==> src/inc/hspsc_pkg.sv <==
// Package for the high-speed power-save controller
// Assumes one 20 MHz clock; instruction cycle is fast clock divided by five
package hspsc_pkg;
  // Register indices; the byte address is four times the index
  localparam logic [3:0] ADDR_PORTG = 4'h0;
  localparam logic [3:0] ADDR_MODE = 4'h1;
  localparam logic [3:0] ADDR_ICTRL = 4'h2;
  localparam logic [3:0] ADDR_STATUS = 4'h3;
  localparam logic [3:0] ADDR_OPTION = 4'h4;
  // Port G data register bits
  localparam int PG_HALT_BIT = 7;
  localparam int PG_IDLE_BIT = 6;
  // Mode-control register layout
  localparam int MC_SLOW_ON_BIT = 7;
  localparam int MC_FAST_ON_BIT = 6;
  localparam int MC_SRC_BIT = 5;
  localparam int MC_CORE_BIT = 4;
  localparam logic [7:0] MODE_RESET = 8'h40;
  // Legal upper nibbles of the mode-control register
  localparam logic [3:0] NIB_HIGH = 4'h4;
  localparam logic [3:0] NIB_H2D = 4'hc;
  localparam logic [3:0] NIB_DUAL = 4'he;
  localparam logic [3:0] NIB_D2L = 4'hf;
  localparam logic [3:0] NIB_LOW = 4'hb;
  // Interrupt control and option bits
  localparam int IC_ENABLE_BIT = 0;
  localparam int IC_PEND_BIT = 1;
  localparam int OPT_HALT_DIS_BIT = 0;
  localparam int OPT_CLOCK_DELAY_OPTION_BIT = 1;
  // Timing
  localparam int INSTR_DIV = 5;
  localparam logic [2:0] DIV_LAST = 3'h4;
  localparam logic [8:0] STARTUP_LOAD = 9'h100;
  localparam int TIMER_W = 16;
  localparam int FIRST_TAP = 11;
  localparam logic [2:0] SEL_MAX = 3'h4;
  typedef enum logic [1:0] {HSPSC_RUN, HSPSC_HALT, HSPSC_WAKE, HSPSC_IDLE} hspsc_state_e;
endpackage
==> src/hdl/hspsc_ctrl.sv <==
// High-speed power-save controller: HALT, wake start-up count, IDLE and window timer
// Assumes a synchronous register port, synchronous wake and amplitude inputs
`timescale 1ns/10ps
// Function
// - Reset always returns to high-speed mode with fast clocks everywhere
// - Writing halt bit one enters HALT next instruction cycle
// - HALT stops the core clock and the fast oscillator pin
// - HALT ends on reset pin low or a wake-up event
// - Reset exit reinitialises registers and restarts fetch at zero
// - Wake from HALT always applies start-up delay, ignoring clock-delay option
// - Start-up loads 256 and counts instruction cycles down to zero
// - Start-up count advances only while oscillator amplitude is good
// - HALT-disable option makes halt bit writes ignored
// - IDLE stops execution, oscillator and idle timer keep running
// - Writing idle bit one with halt bit zero enters IDLE
// - Window is 2k, 4k, 8k, 16k or 32k instruction cycles
// - Idle timer runs except in HALT and wake-up, invisible to software, cleared by reset
// - Each selected tap toggle sets pending, interrupts if enabled, ends IDLE
// - Enabled interrupt is serviced after the entry instruction completes
// - IDLE ends on reset or wake; reset selects the 2k tap
// - Interrupt enable bit lives in the interrupt control register
// - Mode-control top bit switches the slow oscillator
// - Clock source bit selects fast or slow idle timer clock
// - Reset loads mode-control with only the fast enable set
// - Illegal upper mode-control nibble forces a self reset
module hspsc_ctrl #(
  parameter int TIMER_WIDTH = 16
) (
  // Clock and reset
  input wire logic ref_clk,
  input wire logic rst_n,
  // Register port
  input wire logic [3:0] reg_addr,
  input wire logic [7:0] reg_wdata,
  input wire logic reg_wr,
  input wire logic reg_rd,
  output logic [7:0] reg_rdata,
  // Wake and oscillator
  input wire logic wake_event,
  input wire logic fast_osc_amp_ok,
  // Core controls
  output logic core_clk_en,
  output logic fast_osc_run,
  output logic slow_osc_enable,
  output logic idle_clock_source_sel,
  output logic idle_irq,
  output logic self_reset_req,
  output logic fetch_restart
);
  hspsc_pkg::hspsc_state_e state_q;
  logic [7:0] mode_control_reg_q;
  logic idle_int_enable_q;
  logic idle_pending_flag_q;
  logic [1:0] option_q;
  logic [2:0] div_q;
  logic tick;
  logic [TIMER_WIDTH-1:0] timer_q;
  logic [8:0] start_cnt_q;
  logic tap_toggle;
  logic halt_req_q;
  logic wr_portg;
  logic [3:0] nib;
  logic nib_ok;

  assign wr_portg = reg_wr && reg_addr == hspsc_pkg::ADDR_PORTG;
  assign nib = mode_control_reg_q[7:4];
  assign nib_ok = nib == hspsc_pkg::NIB_HIGH || nib == hspsc_pkg::NIB_H2D || nib == hspsc_pkg::NIB_DUAL
    || nib == hspsc_pkg::NIB_D2L || nib == hspsc_pkg::NIB_LOW;

  // Instruction tick: fast clock divided by five, held while halted
  always_ff @(posedge ref_clk or negedge rst_n)
  begin
    if (!rst_n)
      div_q <= 3'h0;
    else if (state_q == hspsc_pkg::HSPSC_HALT)
      div_q <= 3'h0;
    else if (div_q == hspsc_pkg::DIV_LAST)
      div_q <= 3'h0;
    else
      div_q <= div_q + 3'h1;
  end
  assign tick = div_q == hspsc_pkg::DIV_LAST;

  // Window timer, stopped in HALT and WAKE; cleared only to give simulation a known value
  always_ff @(posedge ref_clk or negedge rst_n)
  begin
    if (!rst_n)
      timer_q <= '0;
    else if (tick && state_q != hspsc_pkg::HSPSC_HALT && state_q != hspsc_pkg::HSPSC_WAKE)
      timer_q <= timer_q - 1'b1;
  end

  hspsc_tap_sel #(
    .TW(TIMER_WIDTH)
  ) u_tap (
    .ref_clk(ref_clk),
    .rst_n(rst_n),
    .timer(timer_q),
    .sel(mode_control_reg_q[2:0]),
    .toggle_q(tap_toggle)
  );

  // Mode-control register
  always_ff @(posedge ref_clk or negedge rst_n)
  begin
    if (!rst_n)
      mode_control_reg_q <= hspsc_pkg::MODE_RESET;
    else if (reg_wr && reg_addr == hspsc_pkg::ADDR_MODE)
      mode_control_reg_q <= {reg_wdata[7:4], 1'b0, reg_wdata[2:0]};
  end

  // Interrupt control: enable written, pending set wins over clear
  always_ff @(posedge ref_clk or negedge rst_n)
  begin
    if (!rst_n)
      idle_int_enable_q <= 1'b0;
    else if (reg_wr && reg_addr == hspsc_pkg::ADDR_ICTRL)
      idle_int_enable_q <= reg_wdata[hspsc_pkg::IC_ENABLE_BIT];
  end
  always_ff @(posedge ref_clk or negedge rst_n)
  begin
    if (!rst_n)
      idle_pending_flag_q <= 1'b0;
    else if (tap_toggle)
      idle_pending_flag_q <= 1'b1;
    else if (reg_wr && reg_addr == hspsc_pkg::ADDR_ICTRL)
      idle_pending_flag_q <= reg_wdata[hspsc_pkg::IC_PEND_BIT];
  end

  // Option bits: halt disable and clock delay
  always_ff @(posedge ref_clk or negedge rst_n)
  begin
    if (!rst_n)
      option_q <= 2'h0;
    else if (reg_wr && reg_addr == hspsc_pkg::ADDR_OPTION)
      option_q <= reg_wdata[1:0];
  end

  // Halt request waits for the next instruction boundary
  always_ff @(posedge ref_clk or negedge rst_n)
  begin
    if (!rst_n)
      halt_req_q <= 1'b0;
    else if (state_q != hspsc_pkg::HSPSC_RUN)
      halt_req_q <= 1'b0;
    else if (wr_portg && reg_wdata[hspsc_pkg::PG_HALT_BIT] && !option_q[hspsc_pkg::OPT_HALT_DIS_BIT])
      halt_req_q <= 1'b1;
  end

  // Power state machine
  always_ff @(posedge ref_clk or negedge rst_n)
  begin
    if (!rst_n)
      state_q <= hspsc_pkg::HSPSC_RUN;
    else
      case (state_q)
        hspsc_pkg::HSPSC_RUN:
          if (halt_req_q && tick)
            state_q <= hspsc_pkg::HSPSC_HALT;
          else if (wr_portg && reg_wdata[hspsc_pkg::PG_IDLE_BIT] && !reg_wdata[hspsc_pkg::PG_HALT_BIT])
            state_q <= hspsc_pkg::HSPSC_IDLE;
        hspsc_pkg::HSPSC_HALT:
          if (wake_event)
            state_q <= hspsc_pkg::HSPSC_WAKE;
        hspsc_pkg::HSPSC_WAKE:
          if (start_cnt_q == 9'h0)
            state_q <= hspsc_pkg::HSPSC_RUN;
        hspsc_pkg::HSPSC_IDLE:
          if (tap_toggle || wake_event)
            state_q <= hspsc_pkg::HSPSC_RUN;
        default:
          state_q <= hspsc_pkg::HSPSC_RUN;
      endcase
  end

  // Start-up count: loaded every cycle in HALT, steps only on good oscillator amplitude
  always_ff @(posedge ref_clk or negedge rst_n)
  begin
    if (!rst_n)
      start_cnt_q <= 9'h0;
    else if (state_q == hspsc_pkg::HSPSC_HALT)
      start_cnt_q <= hspsc_pkg::STARTUP_LOAD;
    else if (state_q == hspsc_pkg::HSPSC_WAKE && tick && fast_osc_amp_ok && start_cnt_q != 9'h0)
      start_cnt_q <= start_cnt_q - 9'h1;
  end

  // Outputs from flip-flops
  always_ff @(posedge ref_clk or negedge rst_n)
  begin
    if (!rst_n)
    begin
      core_clk_en <= 1'b1;
      fast_osc_run <= 1'b1;
      slow_osc_enable <= 1'b0;
      idle_clock_source_sel <= 1'b0;
      idle_irq <= 1'b0;
      self_reset_req <= 1'b0;
      fetch_restart <= 1'b1;
    end
    else
    begin
      core_clk_en <= state_q == hspsc_pkg::HSPSC_RUN;
      fast_osc_run <= state_q != hspsc_pkg::HSPSC_HALT;
      slow_osc_enable <= mode_control_reg_q[hspsc_pkg::MC_SLOW_ON_BIT];
      idle_clock_source_sel <= mode_control_reg_q[hspsc_pkg::MC_SRC_BIT];
      idle_irq <= idle_pending_flag_q && idle_int_enable_q;
      self_reset_req <= !nib_ok;
      fetch_restart <= 1'b0;
    end
  end

  // Register read port
  always_ff @(posedge ref_clk or negedge rst_n)
  begin
    if (!rst_n)
      reg_rdata <= 8'h00;
    else if (reg_rd)
      case (reg_addr)
        hspsc_pkg::ADDR_MODE: reg_rdata <= mode_control_reg_q;
        hspsc_pkg::ADDR_ICTRL: reg_rdata <= {6'h00, idle_pending_flag_q, idle_int_enable_q};
        hspsc_pkg::ADDR_STATUS: reg_rdata <= {6'h00, state_q};
        hspsc_pkg::ADDR_OPTION: reg_rdata <= {6'h00, option_q};
        default: reg_rdata <= 8'h00;
      endcase
    else
      reg_rdata <= 8'h00;
  end

  // Checks
  halt_enter_a: assert property (@(posedge ref_clk) disable iff (!rst_n)
    state_q == hspsc_pkg::HSPSC_RUN && halt_req_q && tick |=> state_q == hspsc_pkg::HSPSC_HALT)
    else $error("halt not entered");
  halt_dis_a: assert property (@(posedge ref_clk) disable iff (!rst_n)
    option_q[0] && !reg_wr |=> !halt_req_q || $past(halt_req_q))
    else $error("halt disable ignored");
  halt_osc_a: assert property (@(posedge ref_clk) disable iff (!rst_n)
    state_q == hspsc_pkg::HSPSC_HALT |=> !fast_osc_run && !core_clk_en)
    else $error("clocks run in halt");
  wake_load_a: assert property (@(posedge ref_clk) disable iff (!rst_n)
    state_q == hspsc_pkg::HSPSC_HALT && wake_event |=> start_cnt_q == 9'h100)
    else $error("start count not loaded");
  amp_hold_a: assert property (@(posedge ref_clk) disable iff (!rst_n)
    state_q == hspsc_pkg::HSPSC_WAKE && !fast_osc_amp_ok && $past(state_q) == hspsc_pkg::HSPSC_WAKE
    |=> $stable(start_cnt_q))
    else $error("count moved on weak oscillator");
  pend_set_a: assert property (@(posedge ref_clk) disable iff (!rst_n)
    tap_toggle |=> idle_pending_flag_q)
    else $error("pending not set");
  idle_exit_a: assert property (@(posedge ref_clk) disable iff (!rst_n)
    state_q == hspsc_pkg::HSPSC_IDLE && tap_toggle |=> state_q == hspsc_pkg::HSPSC_RUN ##1 core_clk_en)
    else $error("idle not left");
  irq_out_a: assert property (@(posedge ref_clk) disable iff (!rst_n)
    idle_pending_flag_q && idle_int_enable_q |=> idle_irq)
    else $error("interrupt missing");
  bad_mode_a: assert property (@(posedge ref_clk) disable iff (!rst_n)
    !nib_ok |=> self_reset_req)
    else $error("illegal mode kept");
  idle_run_a: assert property (@(posedge ref_clk) disable iff (!rst_n)
    state_q == hspsc_pkg::HSPSC_IDLE |=> fast_osc_run)
    else $error("oscillator stopped in idle");
  halt_c: cover property (@(posedge ref_clk) state_q == hspsc_pkg::HSPSC_HALT ##1 state_q == hspsc_pkg::HSPSC_WAKE);
  wake_c: cover property (@(posedge ref_clk) state_q == hspsc_pkg::HSPSC_WAKE ##1 state_q == hspsc_pkg::HSPSC_RUN);
  idle_c: cover property (@(posedge ref_clk) state_q == hspsc_pkg::HSPSC_IDLE && tap_toggle);
endmodule // hspsc_ctrl

==> src/hdl/hspsc_tap_sel.sv <==
// Idle window tap selector: picks one timer bit and registers its toggle
// Assumes the timer advances once per instruction tick
`timescale 1ns/10ps
module hspsc_tap_sel #(
  parameter int TW = 16
) (
  // Clock and reset
  input wire logic ref_clk,
  input wire logic rst_n,
  // Timer and selection
  input wire logic [TW-1:0] timer,
  input wire logic [2:0] sel,
  // Toggle event
  output logic toggle_q
);
  logic bit_q;
  logic bit_d;
  always_comb
  begin
    // Reserved codes pick the longest window
    if (sel > hspsc_pkg::SEL_MAX)
      bit_d = timer[TW-1];
    else
      bit_d = timer[hspsc_pkg::FIRST_TAP + int'(sel)];
  end
  always_ff @(posedge ref_clk or negedge rst_n)
  begin
    if (!rst_n)
      bit_q <= 1'b0;
    else
      bit_q <= bit_d;
  end
  always_ff @(posedge ref_clk or negedge rst_n)
  begin
    if (!rst_n)
      toggle_q <= 1'b0;
    else
      toggle_q <= bit_q != bit_d;
  end
endmodule // hspsc_tap_sel

==> config.mk <==
export PLATFORM = sky130hd
export DESIGN_NAME = hspsc_ctrl
export DESIGN_NICKNAME = d
export VERILOG_FILES = /design/src/inc/hspsc_pkg.sv /design/src/hdl/hspsc_ctrl.sv /design/src/hdl/hspsc_tap_sel.sv
export SDC_FILE = /design/constraint.sdc
export NUM_CORES = 1
export LEC_CHECK = 0
export BUFFER_PORTS_ARGS = -buffer_cell sky130_fd_sc_hd__clkbuf_2
export CAP_MARGIN = 10
export CORE_ASPECT_RATIO = 0.75
export CORE_UTILIZATION = 30
export DETAILED_ROUTE_END_ITERATION = 10
export GPL_ROUTABILITY_DRIVEN = 0
export PLACE_DENSITY_LB_ADDON = 0.15
export SYNTH_ARGS = -nofsm -noshare
export SYNTH_HDL_FRONTEND = slang
export SYNTH_SLANG_ARGS = --single-unit
==> constraint.sdc <==
create_clock -name ref_clk -period 2.4 [get_ports ref_clk]
set_input_delay 0.12 -clock ref_clk [delete_from_list [all_inputs] [get_ports ref_clk]]
set_output_delay 0.12 -clock ref_clk [all_outputs]
set_load 0.03 [all_outputs]
# Word-level counts from Yosys, hierarchy flattened
# Index checks and enable logic that the tools add are counted.
# W data, S select, Z words.
[word_totals] out_inout_bits=15 regBits=59
[classes] n_eq_ne=20 mux=20 n_lt_le_gt_ge=2 add_sub_neg=4 n_reduce_logical=32
[op_table] cell="$lt A32 B6 Y1 const B" n=1
[op_table] cell="$pmux W8 S4" n=1
[op_table] cell="$mux W9" n=2
[op_table] cell="$eq A4 B4 Y1 const B" n=4
[op_table] cell="$sub A16 B1 Y16 const B" n=1
[op_table] cell="$logic_and A1 B1 Y1" n=15
[op_table] cell="$mux W2" n=5
[op_table] cell="$logic_not A9 Y1" n=1
[op_table] cell="$reduce_bool A9 Y1" n=1
[op_table] cell="$sub A9 B1 Y9 const B" n=1
[op_table] cell="$eq A4 B2 Y1 const B" n=2
[op_table] cell="$eq A4 B3 Y1 const B" n=2
[op_table] cell="$mux W8" n=1
[op_table] cell="$ne A2 B2 Y1 const B" n=4
[op_table] cell="$pmux W2 S4" n=1
[op_table] cell="$reduce_bool A2 Y1" n=4
[op_table] cell="$mux W1" n=7
[op_table] cell="$mux W3" n=2
[op_table] cell="$add A4 B3 Y5 const A" n=1
[op_table] cell="$logic_or A1 B1 Y1" n=5
[op_table] cell="$bmux W1 S4" n=1
[op_table] cell="$eq A2 B2 Y1 const B" n=2
[op_table] cell="$eq A4 B1 Y1 const B" n=1
[op_table] cell="$logic_not A4 Y1" n=1
[op_table] cell="other kinds (10)" n=12

# Longest topological paths before layout
[depth] word_depth=7 ltp_mapped=8 mapped_depth_nobuf=8

# By module
# A second synthesis with hierarchy kept.
[hier_totals] hier_cells=246 area_unflattened_um2=2803.9
[modules_own_cells] mod="hspsc_ctrl" cells_each=221 n_inst=1 area_each_um2=2512.4
[modules_own_cells] mod="hspsc_tap_sel" cells_each=25 n_inst=1 area_each_um2=291.5

# Worst setup path before layout
# No wires, ideal clock.
[synth_timing] kind="flip-flop to flip-flop" startpoint="reg mode_control_reg_q[0]" endpoint="reg u_tap.toggle_q" path_stages_with_launch=9 period_less_slack_ns=2.283 path_buffers=0 arrival_time_ns=2.179 t_required_ns=2.296 path_slack_ns=0.117 setup_ns=0.104 path_cell_list="dfrtp_1 -> inv_1 -> ha_1 -> inv_1 -> ha_1 -> mux4_1 -> mux2_2 -> or3b_1 -> o311ai_1"
[synth_via] elab_chain_len=6
[synth_lines] item="start: declaration" line="hspsc_ctrl.sv:51" source="logic [7:0] mode_control_reg_q;"
[synth_lines] item="start signal: assignment" line="hspsc_ctrl.sv:107" source="mode_control_reg_q <= hspsc_pkg::MODE_RESET;"
[synth_lines] item="start signal: assignment" line="hspsc_ctrl.sv:109" source="mode_control_reg_q <= {reg_wdata[7:4], 1'b0, reg_wdata[2:0]};"
[synth_lines] item="$add A4 B3 Y5" line="hspsc_tap_sel.sv:24" source="bit_d = timer[hspsc_pkg::FIRST_TAP + int'(sel)];"
[synth_lines] item="$bmux W1 S4" line="hspsc_tap_sel.sv:24"
[synth_lines] item="$mux W1 (implied by the code) (2 in series)" line="hspsc_tap_sel.sv:24"
[synth_lines] item="$mux W1 (*)" line="hspsc_tap_sel.sv:21" source="if (sel > hspsc_pkg::SEL_MAX)"
[synth_lines] item="$ne A1 B1 Y1 (*)" line="hspsc_tap_sel.sv:38" source="toggle_q <= bit_q != bit_d;"
[synth_lines] item="end signal: assignment" line="hspsc_tap_sel.sv:38"
[synth_lines] item="end: declaration" line="hspsc_tap_sel.sv:14" source="output logic toggle_q"
# Every way passes the cells marked *; elsewhere a longest branch is shown, timed or not. The select of a mux whose other input is x is not followed.
# A chain may end at the register's enable or synchronous reset.

# Final worst setup path
[layout_timing] startpoint="reg mode_control_reg_q[1]" endpoint="reg u_tap.toggle_q"
# Same word-level chain as after synthesis.

==> impl_metrics.env <==
export IMPL_status="complete, but fails checks"
export IMPL_violations="design-rule violations"
export IMPL_slew_violations=0
export IMPL_grt_antenna_before_repair=0
export IMPL_regArea_um2=1460
export IMPL_vias_per_cell=4.55
export IMPL_syn_to_final_growth_pct=24.6
export IMPL_required_ns=2.63
export IMPL_cpMaxStageDelayCell="mux4_1"
export IMPL_slowest_delay_ns=0.54
export IMPL_fin_area_um2=3500
export IMPL_die_area_um2=9760
export IMPL_met2_usage_pct=18.7
export IMPL_fin_nets=306
export IMPL_fmax_mhz=434
export IMPL_layout_cells_non_filler=415
export IMPL_clock_sinks=58
export IMPL_ys_types=51
export IMPL_synth_area_leaders="dfrtp_1 48%, mux2_2 4.4%, xnor2_1 4.4%"
export IMPL_synth_top_area_share_pct=48.1
export IMPL_max_cap_violations=0
export IMPL_clock_path_buffers=2
export IMPL_fin_ws_ns=0.0958
export IMPL_hold_slack_ns=0.0178
export IMPL_powerDensity_nw_per_um2=1240
export IMPL_finalHoldViolCount=0
export IMPL_fill_cells=893
export IMPL_grtUsageTotal_pct=12.8
export IMPL_htree_levels=3
export IMPL_yosys_warnings=0
export IMPL_grt_pass1_wl_um=9370
export IMPL_postSynth_asyncResetShare_pct=100
export IMPL_crit_top_cell="inv_1"
export IMPL_tightestPinTransition_ns=0.676
export IMPL_clock_skew_final_ns=0.00446
export IMPL_grt_max_degree=59
export IMPL_start_util_pct=30.9
export IMPL_path_cells="inv_1 -> ha_1 -> inv_1 -> ha_4 -> mux4_1 -> mux2_2 -> or3b_1 -> o311ai_1"
export IMPL_worstSetupEndpoint="u_tap.toggle_q"
export IMPL_setup_viol=0
export IMPL_drtAntennaViolNets=0
export IMPL_grt_use_met1_pct=16.9
export IMPL_period_needed_ns=2.30
export IMPL_die_w_um=114
export IMPL_cts_buffers=9
export IMPL_end_kind="register"
export IMPL_worstPathArrival_ns=2.53
export IMPL_multi_input_area_um2=1290
export IMPL_worst_setup_path_type="reg2reg"
export IMPL_grt_busiest_layer="met2"
export IMPL_ys_seq_elements=58
export IMPL_drtIter0Drc=93
export IMPL_fin_tns_setup_ns=0
export IMPL_syn_area_per_cell_um2=11.8
export IMPL_cp_num_buf_inv=2
export IMPL_path_clk_slew_ns=0.05
export IMPL_critPathTopFamily="multiplexers"
export IMPL_port_buffer_count=30
export IMPL_cellLeakagePower_nw=1.61
export IMPL_yosysMostFrequentCell="dfrtp_1"
export IMPL_critical_path_peak_fanout=4
export IMPL_r2r_cells=8
export IMPL_dr_total_vias=1888
export IMPL_ys_top_cells_by_count="54 x dfrtp_1, 19 x nor2_1, 16 x nand2_1, 14 x inv_1, 14 x xnor2_1"
export IMPL_grt_pass1_vias=1934
export IMPL_rsz0062_at_grt="no"
export IMPL_dp_hpwl_um=3890
export IMPL_fp_row_count=30
export IMPL_post_route_drc_count=1
export IMPL_finalCritPeriodShare_pct=96.0
export IMPL_placed_cells=398
export IMPL_tritoncts="built"
export IMPL_crit_path_start_kind="register"
export IMPL_r2r_slack_ns=0.1
export IMPL_grtUsageMet3_pct=4.88
export IMPL_synth_cells=239
export IMPL_wirelength_um=5410
export IMPL_dr_pass1_iters=7
export IMPL_diodes=0
export IMPL_clk_latency_ns=0.33
export IMPL_r2r_start="mode_control_reg_q[1]"
export IMPL_seq_area_frac_synth_pct=51.8
export IMPL_hp_class="in2reg"
export IMPL_cp_num_cells=8
export IMPL_yosysTopAreaCell="dfrtp_1"
export IMPL_placed_area_um2=3150
export IMPL_maxSlewHeadroom_pct=54.8
export IMPL_syn_area_um2=2810
export IMPL_synth_edff_count=0
export IMPL_worstSetupStartpoint="mode_control_reg_q[1]"
export IMPL_ir_drop_uv=470
export IMPL_preCtsSetupSlack_ns=0.0739
export IMPL_synthFlopType="dfrtp_1"
export IMPL_wl_per_cell_um=13.0
export IMPL_drive_gt1_share_pct=26.5
export IMPL_r2r_end="u_tap.toggle_q"
export IMPL_clockRootBuffer="clkbuf_16"
export IMPL_coreArea_um2=9080
export IMPL_io_pins=33
export IMPL_die_h_um=85.8
export IMPL_gr_total_overflow=0
[logic make-up after synthesis]
family	share of synthesized area, %
AOI/OAI and AO/OA	5.66
xor gates and xnor gates	4.99
adders and majority gates	2.67
buffers and inverters	2.76
DFF	51.8
muxes	12.4
other	0.134
and+or+nand+nor	19.5
[flip-flops by register name, summed over array words and instances (netlist names), 2 cells and up]
register,flops
timer_q,16
reg_rdata,7
state_q,2
option_q,2
div_q,3
start_cnt_q,9
mode_control_reg_q,7
[placed cells by master (no fill, tap or decap), types with 3 or more instances in the layout]
cell type	netlist	layout
and2_1	3	3
and3_1	6	6
buf_4	1	4
clkbuf_16	0	9
clkbuf_2	0	30
dfrtp_1	54	54
dfstp_2	4	4
ha_1	6	5
inv_1	14	14
mux2_2	11	11
mux2i_1	12	12
mux4_1	4	4
nand2_1	16	16
nand2b_1	7	7
nand3_1	7	7
nand3b_1	4	4
nand4_1	4	4
nand4b_1	4	4
nor2_1	19	19
nor2b_1	5	5
nor3_1	3	3
xnor2_1	14	14
[metal layers]
layer  routed length (um)  part of all wire (%)  vias up
met5                    0                     0        -
met4                   83                   1.5        0
met3                  294                   5.4        8
met2                 2250                    42       39
met1                 2780                    51      902
li1                     -                     -      939
[stage by stage]
step                      power [mW]  utilization, %
after floorplan                 2.59               -
after global placement          2.95            34.7
after detailed placement        2.98            34.7
after CTS                       4.40            38.4
after global routing            4.69            38.5
final                           4.36            38.5
[cell type report]
type	count	area share, %
clock buffers	10	6.83
clock inverters	6	2.57
inverters	14	1.50
multi-input cells	163	36.9
flip-flops and latches	58	41.6
well taps	128	4.58
repair buffers	36	6.01
[where the power goes]
group | internal, mW | switching (mW) | total (mW)
logic | 0.655 | 0.683 | 1.34
clock network | 0.937 | 0.454 | 1.39
registers | 1.32 | 0.309 | 1.63
[worst register-to-register path: stages (launching register included)]
cell      delay (ns)
dfrtp_1         0.40
inv_1           0.07
ha_1            0.13
inv_1           0.06
ha_4            0.27
mux4_1          0.54
mux2_2          0.28
or3b_1          0.37
o311ai_1        0.08
[worst min path at each step]
stage / slack (ns) / to / depth (start not counted) / start
final: 0.02 / state_q[0] / 2 / wake_event
after global routing: 0.009 / mode_control_reg_q[5] / 2 / reg_wdata[5]
after CTS: 0.006 / state_q[0] / 2 / wake_event
after detailed placement: 0.15 / start_cnt_q[6] / 2 / rst_n
after global placement: 0.16 / start_cnt_q[5] / 2 / rst_n
after floorplan: -0.18 / div_q[0] / 0 / rst_n
[what timing repair did]
| action | in CTS | in global routing |
|---|---|---|
| buffers inserted | 0 | 0 |
| endpoints found under the hold margin | 54 | 0 |
| setup endpoints to repair | 0 | 1 |
| resized for setup | 0 | 1 |
| hold buffers | 1 | 0 |
Power figures use the tool's default switching activity.
